==> src/rtl/crcchk_pkg.sv <==
/*
 crcchk_pkg: constants shared by both ends of the checksum block,
 the command port and the small byte buffer.
 assumes one 200 MHz clock and an 8-bit special-register bus.
*/
package crcchk_pkg;
    // checksum model
    localparam logic [31:0] CRC_POLY      = 32'h04c11db7;
    localparam logic [31:0] CRC_PRESET    = 32'hffffffff;
    localparam int          BYTE_W        = 8;
    localparam int          BYTE_MSB      = 7;
    localparam logic [2:0]  BIT_LAST      = 3'h7;
    localparam int          IDX_W         = 2;

    // special-register addresses seen by the cpu
    localparam logic [7:0]  SFR_CTRL      = 8'hef;
    localparam logic [7:0]  SFR_INDEX     = 8'hfc;
    localparam logic [7:0]  SFR_DATA      = 8'hfd;
    localparam int          CTRL_START    = 0;
    localparam int          CTRL_PRESET   = 1;

    // program flash geometry
    localparam logic [15:0] FLASH_LAST    = 16'hffff;
    localparam logic [15:0] KB_BYTES      = 16'h0400;
    typedef enum logic [1:0] {
        REGION_NONE = 2'b00,
        REGION_1K   = 2'b01,
        REGION_2K   = 2'b10,
        REGION_ALL  = 2'b11
    } crcchk_region_type;

    // timing
    localparam int          SYS_CLK_NS    = 5;
    localparam int          SCAN_TIME_NS  = 16500000;
    localparam int          SCAN_LIMIT_CYCLES = SCAN_TIME_NS / SYS_CLK_NS;
    localparam int          SCAN_CNT_W    = 22;
    localparam logic [3:0]  NOP_CYCLES    = 4'h8;

    // command port word offsets
    localparam logic [3:0]  AV_CTRL       = 4'h0;
    localparam logic [3:0]  AV_DATA       = 4'h4;
    localparam logic [3:0]  AV_RESULT     = 4'h8;
    localparam logic [3:0]  AV_STATUS     = 4'hc;
    localparam int          STAT_BUSY     = 0;
    localparam int          STAT_EMPTY    = 1;
    localparam int          STAT_IRQEN    = 2;
    localparam int          STAT_OVERTIME = 3;

    localparam int          FIFO_DEPTH    = 16;
endpackage : crcchk_pkg

==> src/rtl/crcchk_if.sv <==
/*
 crcchk_if: special-register bus between the cpu end and the
 checksum device, plus the cpu hold line.
 assumes both ends run on the same sys_clk.
*/
`timescale 1ns/1ps
interface crcchk_if;
    logic [7:0] sfrAddr;
    logic       sfrWr;
    logic       sfrRd;
    logic [7:0] sfrWdata;
    logic [7:0] sfrRdata;
    logic       cpuHold;

    modport device (
        input  sfrAddr,
        input  sfrWr,
        input  sfrRd,
        input  sfrWdata,
        output sfrRdata,
        output cpuHold
    );
    modport cpu (
        output sfrAddr,
        output sfrWr,
        output sfrRd,
        output sfrWdata,
        input  sfrRdata,
        input  cpuHold
    );
endinterface : crcchk_if

==> src/rtl/crcchk_fifo.sv <==
/*
 crcchk_fifo: valid/ready buffer, width and depth set by parameters.
 assumes synchronous push and pop in the sys_clk domain.
*/
`timescale 1ns/1ps
module crcchk_fifo #(
    parameter int WIDTH = 8,
    parameter int DEPTH = 16
) (
    input  wire logic             sys_clk,
    input  wire logic             sys_rst,
    input  wire logic             inValid,
    output logic                  inReady,
    input  wire logic [WIDTH-1:0] inData,
    output logic                  outValid,
    input  wire logic             outReady,
    output logic      [WIDTH-1:0] outData
);
    localparam int AW = $clog2(DEPTH);

    logic [WIDTH-1:0] mem [DEPTH];
    logic [AW-1:0]    wrPtr, next_wrPtr;
    logic [AW-1:0]    rdPtr, next_rdPtr;
    logic [AW:0]      count, next_count;
    logic             push, pop;

    assign inReady  = (count != (AW+1)'(DEPTH));
    assign outValid = (count != '0);
    assign outData  = mem[rdPtr];
    assign push     = inValid && inReady;
    assign pop      = outValid && outReady;

    always_comb begin
        next_wrPtr = wrPtr;
        next_rdPtr = rdPtr;
        next_count = count;
        if (push) begin
            next_wrPtr = (wrPtr == AW'(DEPTH - 1)) ? '0 : wrPtr + 1'b1;
        end
        if (pop) begin
            next_rdPtr = (rdPtr == AW'(DEPTH - 1)) ? '0 : rdPtr + 1'b1;
        end
        if (push && !pop) begin
            next_count = count + 1'b1;
        end else if (pop && !push) begin
            next_count = count - 1'b1;
        end
    end

    always_ff @(posedge sys_clk or posedge sys_rst) begin
        if (sys_rst) begin
            wrPtr <= '0;
            rdPtr <= '0;
            count <= '0;
        end else begin
            wrPtr <= next_wrPtr;
            rdPtr <= next_rdPtr;
            count <= next_count;
        end
    end

    // storage needs no reset; empty flag guards stale words
    always_ff @(posedge sys_clk) begin
        if (push) begin
            mem[wrPtr] <= inData;
        end
    end
endmodule : crcchk_fifo

==> src/rtl/crcchk_host.sv <==
/*
 crcchk_host: cpu end of the checksum block. takes orders over an
 avalon-mm slave port, buffers data bytes, and drives the special
 register bus like a cpu running the usual code sequences.
 assumes the device end answers reads one cycle after the strobe.
*/
`timescale 1ns/1ps
module crcchk_host #(
    parameter int unsigned SCAN_LIMIT = crcchk_pkg::SCAN_LIMIT_CYCLES
) (
    input  wire logic        sys_clk,
    input  wire logic        sys_rst,
    crcchk_if.cpu            link,
    input  wire logic [3:0]  avAddress,
    input  wire logic        avWrite,
    input  wire logic        avRead,
    input  wire logic [31:0] avWritedata,
    output logic      [31:0] avReaddata,
    output logic             avWaitrequest,
    output logic             globalIrqEnable
);
    import crcchk_pkg::*;

    typedef enum logic [2:0] {
        H_IDLE   = 3'b000,
        H_RDREQ  = 3'b001,
        H_RDWAIT = 3'b010,
        H_RDCAP  = 3'b011,
        H_SETTLE = 3'b100,
        H_ANSWER = 3'b101
    } crcchk_hstate_type;

    crcchk_hstate_type    state, next_state;
    logic [7:0]           next_sfrAddr, next_sfrWdata;
    logic                 next_sfrWr, next_sfrRd;
    logic [31:0]          next_avReaddata;
    logic [31:0]          result, next_result;
    logic [1:0]           byteCnt, next_byteCnt;
    logic [3:0]           nopCnt, next_nopCnt;
    logic                 pend, next_pend;
    logic                 next_globalIrqEnable;
    logic [SCAN_CNT_W-1:0] busyCnt, next_busyCnt;
    logic                 overtime, next_overtime;
    logic                 isData, fifoInReady, fifoOutValid, fifoPop;
    logic [7:0]           fifoOutData;
    logic                 free;

    assign isData        = avWrite && (avAddress == AV_DATA);
    assign avWaitrequest = isData ? !fifoInReady : (state != H_ANSWER);
    assign free          = (state == H_IDLE) && !link.cpuHold;
    assign fifoPop       = free && fifoOutValid && !(avRead && avAddress == AV_STATUS);

    // bytes queue here; a full buffer stalls the bus master
    crcchk_fifo #(.WIDTH(BYTE_W), .DEPTH(FIFO_DEPTH)) i_crcchk_fifo (
        .sys_clk  (sys_clk),
        .sys_rst  (sys_rst),
        .inValid  (isData),
        .inReady  (fifoInReady),
        .inData   (avWritedata[7:0]),
        .outValid (fifoOutValid),
        .outReady (fifoPop),
        .outData  (fifoOutData)
    );

    always_comb begin
        next_state           = state;
        next_sfrAddr         = link.sfrAddr;
        next_sfrWdata        = link.sfrWdata;
        next_sfrWr           = 1'b0;
        next_sfrRd           = 1'b0;
        next_avReaddata      = avReaddata;
        next_result          = result;
        next_byteCnt         = byteCnt;
        next_nopCnt          = nopCnt;
        next_pend            = pend;
        next_globalIrqEnable = globalIrqEnable;
        next_busyCnt         = link.cpuHold ? busyCnt + 1'b1 : '0;
        next_overtime        = overtime;
        case (state)
            H_IDLE: begin
                if (avRead && avAddress == AV_STATUS) begin
                    next_avReaddata = '0;
                    next_avReaddata[STAT_BUSY]     = link.cpuHold;
                    next_avReaddata[STAT_EMPTY]    = !fifoOutValid;
                    next_avReaddata[STAT_IRQEN]    = globalIrqEnable;
                    next_avReaddata[STAT_OVERTIME] = overtime;
                    next_state = H_ANSWER;
                end else if (fifoPop) begin
                    next_sfrAddr         = SFR_DATA;
                    next_sfrWdata        = fifoOutData;
                    next_sfrWr           = 1'b1;
                    next_globalIrqEnable = 1'b0;
                    next_pend            = 1'b0;
                    next_nopCnt          = '0;
                    next_state           = H_SETTLE;
                end else if (free && !fifoOutValid && avWrite && avAddress == AV_CTRL) begin
                    next_sfrAddr         = SFR_CTRL;
                    next_sfrWdata        = avWritedata[7:0];
                    next_sfrWr           = 1'b1;
                    next_globalIrqEnable = 1'b0;
                    next_overtime        = 1'b0;
                    next_pend            = 1'b1;
                    next_nopCnt          = '0;
                    next_state           = H_SETTLE;
                end else if (free && !fifoOutValid && avRead && avAddress == AV_RESULT) begin
                    next_sfrAddr  = SFR_INDEX;
                    next_sfrWdata = '0;
                    next_sfrWr    = 1'b1;
                    next_byteCnt  = '0;
                    next_state    = H_RDREQ;
                end else if ((avRead && avAddress != AV_RESULT) ||
                             (avWrite && avAddress != AV_CTRL && !isData)) begin
                    next_avReaddata = '0;
                    next_state      = H_ANSWER;
                end
            end
            H_RDREQ: begin
                next_sfrAddr = SFR_DATA;
                next_sfrRd   = 1'b1;
                next_state   = H_RDWAIT;
            end
            H_RDWAIT: begin
                next_state = H_RDCAP;
            end
            H_RDCAP: begin
                next_result[{byteCnt, 3'h0} +: BYTE_W] = link.sfrRdata;
                next_byteCnt = byteCnt + 1'b1;
                next_state   = H_RDREQ;
                if (byteCnt == 2'h3) begin
                    next_avReaddata = next_result;
                    next_state      = H_ANSWER;
                end
            end
            H_SETTLE: begin
                // eight quiet cycles, then wait out any hold
                if (nopCnt != NOP_CYCLES) begin
                    next_nopCnt = nopCnt + 1'b1;
                end else if (!link.cpuHold) begin
                    next_globalIrqEnable = 1'b1;
                    next_state = pend ? H_ANSWER : H_IDLE;
                end
            end
            H_ANSWER: begin
                next_state = H_IDLE;
            end
            default: begin
                next_state = H_IDLE;
            end
        endcase
        // set after the clear so an overrun in the same cycle is kept
        if (busyCnt == SCAN_CNT_W'(SCAN_LIMIT)) begin
            next_overtime = 1'b1;
        end
    end

    always_ff @(posedge sys_clk or posedge sys_rst) begin
        if (sys_rst) begin
            state           <= H_IDLE;
            link.sfrAddr    <= '0;
            link.sfrWdata   <= '0;
            link.sfrWr      <= 1'b0;
            link.sfrRd      <= 1'b0;
            avReaddata      <= '0;
            result          <= '0;
            byteCnt         <= '0;
            nopCnt          <= '0;
            pend            <= 1'b0;
            globalIrqEnable <= 1'b1;
            busyCnt         <= '0;
            overtime        <= 1'b0;
        end else begin
            state           <= next_state;
            link.sfrAddr    <= next_sfrAddr;
            link.sfrWdata   <= next_sfrWdata;
            link.sfrWr      <= next_sfrWr;
            link.sfrRd      <= next_sfrRd;
            avReaddata      <= next_avReaddata;
            result          <= next_result;
            byteCnt         <= next_byteCnt;
            nopCnt          <= next_nopCnt;
            pend            <= next_pend;
            globalIrqEnable <= next_globalIrqEnable;
            busyCnt         <= next_busyCnt;
            overtime        <= next_overtime;
        end
    end
endmodule : crcchk_host

==> src/flat_wrapper.sv <==
// flat-port wrapper written by rule: the top's interface ports become plain ports
module crcchk_host_flat import crcchk_pkg::*;
#(
    parameter int unsigned SCAN_LIMIT = crcchk_pkg::SCAN_LIMIT_CYCLES
)
  (sys_clk, sys_rst, avAddress, avWrite, avRead, avWritedata, avReaddata, avWaitrequest, globalIrqEnable, link_sfrAddr, link_sfrWr, link_sfrRd, link_sfrWdata, link_sfrRdata, link_cpuHold);
  crcchk_if link_i ();
  input  wire logic sys_clk;
  input  wire logic sys_rst;
  input  wire logic [3:0] avAddress;
  input  wire logic avWrite;
  input  wire logic avRead;
  input  wire logic [31:0] avWritedata;
  output logic      [31:0] avReaddata;
  output logic avWaitrequest;
  output logic globalIrqEnable;
  output wire logic [$bits(link_i.sfrAddr)-1:0] link_sfrAddr;
  output wire logic [$bits(link_i.sfrWr)-1:0] link_sfrWr;
  output wire logic [$bits(link_i.sfrRd)-1:0] link_sfrRd;
  output wire logic [$bits(link_i.sfrWdata)-1:0] link_sfrWdata;
  input wire logic [$bits(link_i.sfrRdata)-1:0] link_sfrRdata;
  input wire logic [$bits(link_i.cpuHold)-1:0] link_cpuHold;
  assign link_sfrAddr = link_i.sfrAddr;
  assign link_sfrWr = link_i.sfrWr;
  assign link_sfrRd = link_i.sfrRd;
  assign link_sfrWdata = link_i.sfrWdata;
  assign link_i.sfrRdata = link_sfrRdata;
  assign link_i.cpuHold = link_cpuHold;
  crcchk_host #(.SCAN_LIMIT(SCAN_LIMIT)) u_core (.sys_clk(sys_clk), .sys_rst(sys_rst), .link(link_i), .avAddress(avAddress), .avWrite(avWrite), .avRead(avRead), .avWritedata(avWritedata), .avReaddata(avReaddata), .avWaitrequest(avWaitrequest), .globalIrqEnable(globalIrqEnable));
endmodule
==> config.mk <==
export PLATFORM = sky130hd
export DESIGN_NAME = crcchk_host_flat
export DESIGN_NICKNAME = d
export VERILOG_FILES = /design/src/rtl/crcchk_pkg.sv /design/src/rtl/crcchk_if.sv /design/src/rtl/crcchk_fifo.sv /design/src/rtl/crcchk_host.sv /design/src/flat_wrapper.sv
export SDC_FILE = /design/constraint.sdc
export NUM_CORES = 1
export LEC_CHECK = 0
export ABC_AREA = 1
export BUFFER_PORTS_ARGS = -buffer_cell sky130_fd_sc_hd__buf_2
export CAP_MARGIN = 20
export CORE_ASPECT_RATIO = 2
export CORE_MARGIN = 5
export CORE_UTILIZATION = 45
export CTS_CLUSTER_SIZE = 16
export DETAILED_ROUTE_END_ITERATION = 7
export PLACE_DENSITY = 0.62
export SYNTH_ARGS = -nofsm -noshare
export SYNTH_HDL_FRONTEND = slang
export SYNTH_SLANG_ARGS = --single-unit
export TNS_END_PERCENT = 20
==> constraint.sdc <==
create_clock -name sys_clk -period 3.8 [get_ports sys_clk]
set_input_delay 0.19 -clock sys_clk [delete_from_list [all_inputs] [get_ports sys_clk]]
set_output_delay 0.19 -clock sys_clk [all_outputs]
set_load 0.1 [all_outputs]
==> metrics.md <==
| Metric | Value |
|---|---|
| First-pass GRT wire length | `roughly 43000 µm` |
| Final Hold Viols | `0` |
| Fillers | `2227` |
| Die Y-Extent | `233 µm` |
| Dpl hpwl | `18600 µm` |
| Max Slew Vio Count | `0` |
| RSZ-0062 raised after global routing | `false` |
| Setup CP Type | `flip-flop to flip-flop` |
| Die W | `121 µm` |
| Setup Fix Bufs, Post-CTS | `0` |
| Commonest non-fill, non-tap cell in the layout | `nand2_1` |
| Worst-skew pair later-pin latency | `0.53 ns` |
| Worst slew pin tran | `1.01 ns` |
| Min cycle time layout | `2.52 ns` |
| Layout cells sized above 1 | `0.105` |
| CP max stage delay | `0.45 ns` |
| Crit path top cell by count | `nand2_1` |
| PostCTS Resize Cnt | `0` |
| Final instance area | `about 0.013 mm²` |
| Residual DRC | `0` |
| Cell family with most CP delay | `simple AND/OR/NAND/NOR gates` |
| H-tree levels | `1` |
| Final antenna-violating net count | `0` |
| Root buf cell | `clkbuf_16` |
| Endpoints failing setup | `0` |
| WP buf/inv | `2` |
| Leak Pwr | `5.67 nW` |
| Global route overflow | `0` |
| Sequential area share after synthesis | `0.608` |
| Largest net degree at the start of global routing | `67` |
| Crit. End Element | `flip-flop` |
| Drt first pass iters | `4` |
| CTS tree | `done` |
| GRT Util Overall | `0.193` |
| Number of synthesized register bits | `about 250` |
| Iter 0 DRT Violations | `485` |
| Area after DPL | `0.0118 mm²` |
| WP data arrival | `2.96 ns` |
| Mapped Avg Cell Area | `roughly 9.4 µm²` |
| Initial Utilization | `0.456` |
| Share of synthesized registers carrying an async set or reset | `0.478` |
| Crit path cell chain | `nand2_2 -> nor2_8 -> inv_2 -> o21ai_1 -> o21bai_2 -> clkinv_2 -> nand2_4 -> nand2_1 -> nand2_1` |
| Clk_skew | `0.0283 ns` |
| Die area | `0.0282 mm²` |
| Clock buffer count from CTS | `22` |
| Status | `completed` |
| Vias/cell | `5.08` |
| Ys flop type | `edfxtp_1` |
| Max clock buf depth | `3` |
| Vias in the first global route | `8244` |
| Rel. slew slack | `0.325` |
| Number of flops mapped to enable cells by yosys | `128` |
| Area growth syn-to-layout | `12.3%` |
| Nets@finish | `about 1300` |
| Std-Cell Rows | `81` |
| Diode count | `0` |
| Final setup TNS | `0 ns` |
| Max-cap violations | `0` |
| Io pins | `about 100` |
| Peak supply drop | `353 µV` |
| CP max-delay cell | `nand2_4` |
| WP data required | `4.24 ns` |
| Yosys warns | `0` |
| Inst Count DP | `1561` |
| Sink Count | `245` |
| Crit share post-route | `0.663` |
| Net Count, Synth | `1260` |
| Reg2reg start | `u_core.state[1]` |
| Most frequent cells in the layout | `268 x nand2_1, 204 x nor2_1, 128 x edfxtp_1` |
| Vias | `8168` |
| Mapped Cells | `between 1000 and 1500` |
| Worst Min Path Start | `link_sfrRdata[5]` |
| Crit-path max FO | `32` |
| Reg clk slew, reported paths | `0.07 ns` |
| Power Dens Cells | `673 mW/mm²` |
| Final RePlAce weighted congestion | `0.898` |
| Setup crit start | `u_core.state[1]` |
| HP Class | `input pin to flip-flop` |
| Initial antenna violation count | `0` |
| Fmax | `about 400 MHz` |
| Core area | `0.0244 mm²` |
| CP Launch Type | `flip-flop` |
| Mapped Area | `~0.011 mm²` |
| Routed len/inst | `between 15 and 20 µm` |
| I/O Buffers | `76` |
| Final WL | `26700 µm` |
| Library cells used by synthesis | `40` |
| Non-filler instance count after layout | `1608` |
[state kept, by name, summed over array words and instances (netlist names)]
register                    flops
u_core.i_crcchk_fifo.mem      128
u_core.avReaddata              32
u_core.result                  24
u_core.busyCnt                 22
u_core.link.sfrWdata            8
u_core.i_crcchk_fifo.count      5
u_core.i_crcchk_fifo.rdPtr      4
u_core.i_crcchk_fifo.wrPtr      4
u_core.link.sfrAddr             4
u_core.nopCnt                   4
u_core.state                    3
u_core.byteCnt                  2
u_core.globalIrqEnable          1
u_core.link.sfrRd               1
u_core.link.sfrWr               1
u_core.overtime                 1
u_core.pend                     1
[metrics by stage]
step / util / worst slack [ns] / total power [mW] / hold WS (ns)
after detailed placement: 0.482 / 1.10 / 6.34 / 0.382
after CTS: 0.513 / 1.23 / 8.53 / 0.00241
after floorplan: - / 0.511 / 5.64 / 0.289
after global routing: 0.513 / 0.971 / 8.96 / 0.0518
after global placement: 0.482 / 1.13 / 6.29 / 0.382
final: 0.513 / 1.28 / 8.42 / 0.0284
[report_power, final]
part	switching [mW]	total (mW)	internal [mW]
clock network	0.943	2.15	1.21
logic	2.19	2.96	0.767
registers	0.214	3.31	3.10
total	3.35	8.42	5.08
[routing by layer]
metal | vias to the layer above | wire length (µm) | track usage
met5 | - | 0 | 0
met4 | 0 | 1340 | 0.101
met3 | 57 | 941 | 0.0221
met2 | 183 | 14500 | 0.358
met1 | 3889 | 9870 | 0.212
li1 | 4039 | - | -
[worst register-to-register path: cells and delay by family, from the launching register on]
| family | cells | cell delay (ns) |
|---|---|---|
| AOI/OAI and AO/OA | 2 | 0.31 |
| buffers and inverters | 2 | 0.64 |
| DFF | 1 | 0.43 |
| and+or+nand+nor | 5 | 1.07 |
[synthesized netlist by cell type, types with 5 or more instances]
| cell | number | area share |
|---|---|---|
| inv_1 | 104 | 0.035 |
| nor3_1 | 12 | 0.0054 |
| nand4_1 | 7 | 0.0039 |
| xor2_1 | 9 | 0.0071 |
| clkbuf_1 | 23 | 0.0077 |
| nand3b_1 | 7 | 0.0047 |
| inv_2 | 5 | 0.0017 |
| nand2_1 | 268 | 0.090 |
| nand3_1 | 94 | 0.042 |
| edfxtp_1 | 128 | 0.34 |
| o21ai_0 | 93 | 0.042 |
| o21bai_1 | 8 | 0.0054 |
| ha_1 | 18 | 0.020 |
| buf_1 | 7 | 0.0024 |
| o22ai_1 | 16 | 0.0090 |
| dfrtp_1 | 116 | 0.26 |
| a21o_1 | 8 | 0.0054 |
| nor2_1 | 204 | 0.069 |
| a21oi_1 | 20 | 0.0090 |
| buf_4 | 9 | 0.0061 |
[what timing repair did]
action | CTS | global route
endpoints found under the hold margin | 64 | 0
hold buffers | 7 | 0
endpoints found under the setup margin | 0 | 0
[worst paths after layout]
| check | cells after the start | end | slack (ns) |
|---|---|---|---|
| hold reg to reg | 2 | u_core.link.sfrAddr[0] | 0.47 |
| setup / recovery | 9 | u_core.avReaddata[13] | 1.28 |
| setup reg to reg | 9 | u_core.avReaddata[13] | 1.28 |
| min in group asynchronous | 3 | u_core.avReaddata[16] | 0.36 |
| hold / removal | 5 | u_core.avReaddata[29] | 0.03 |
| max in group asynchronous | 4 | u_core.globalIrqEnable | 2.44 |
[logic make-up (layout without fill, tap and decap cells)]
logic type,Yosys count,count (layout),synth area share
AOI/OAI and AO/OA,150,150,0.0741
xor gates and xnor gates,13,13,0.0102
adders and majority gates,19,19,0.0220
buffers and inverters,159,243,0.0591
DFF,245,245,0.608
and+or+nand+nor,606,606,0.227
[area by class of cell]
cell class	instances	area (µm²)	area share
Tap cell	332	415	0.0332
Inverter	113	428	0.0342
Clock buffer	37	634	0.0507
Clock inverter	3	51.3	0.00410
Timing Repair Buffer	90	503	0.0402
Multi-Input combinational cell	788	3720	0.297
Sequential cell	245	6770	0.541
Note: power is estimated with default switching activity, not from simulation.
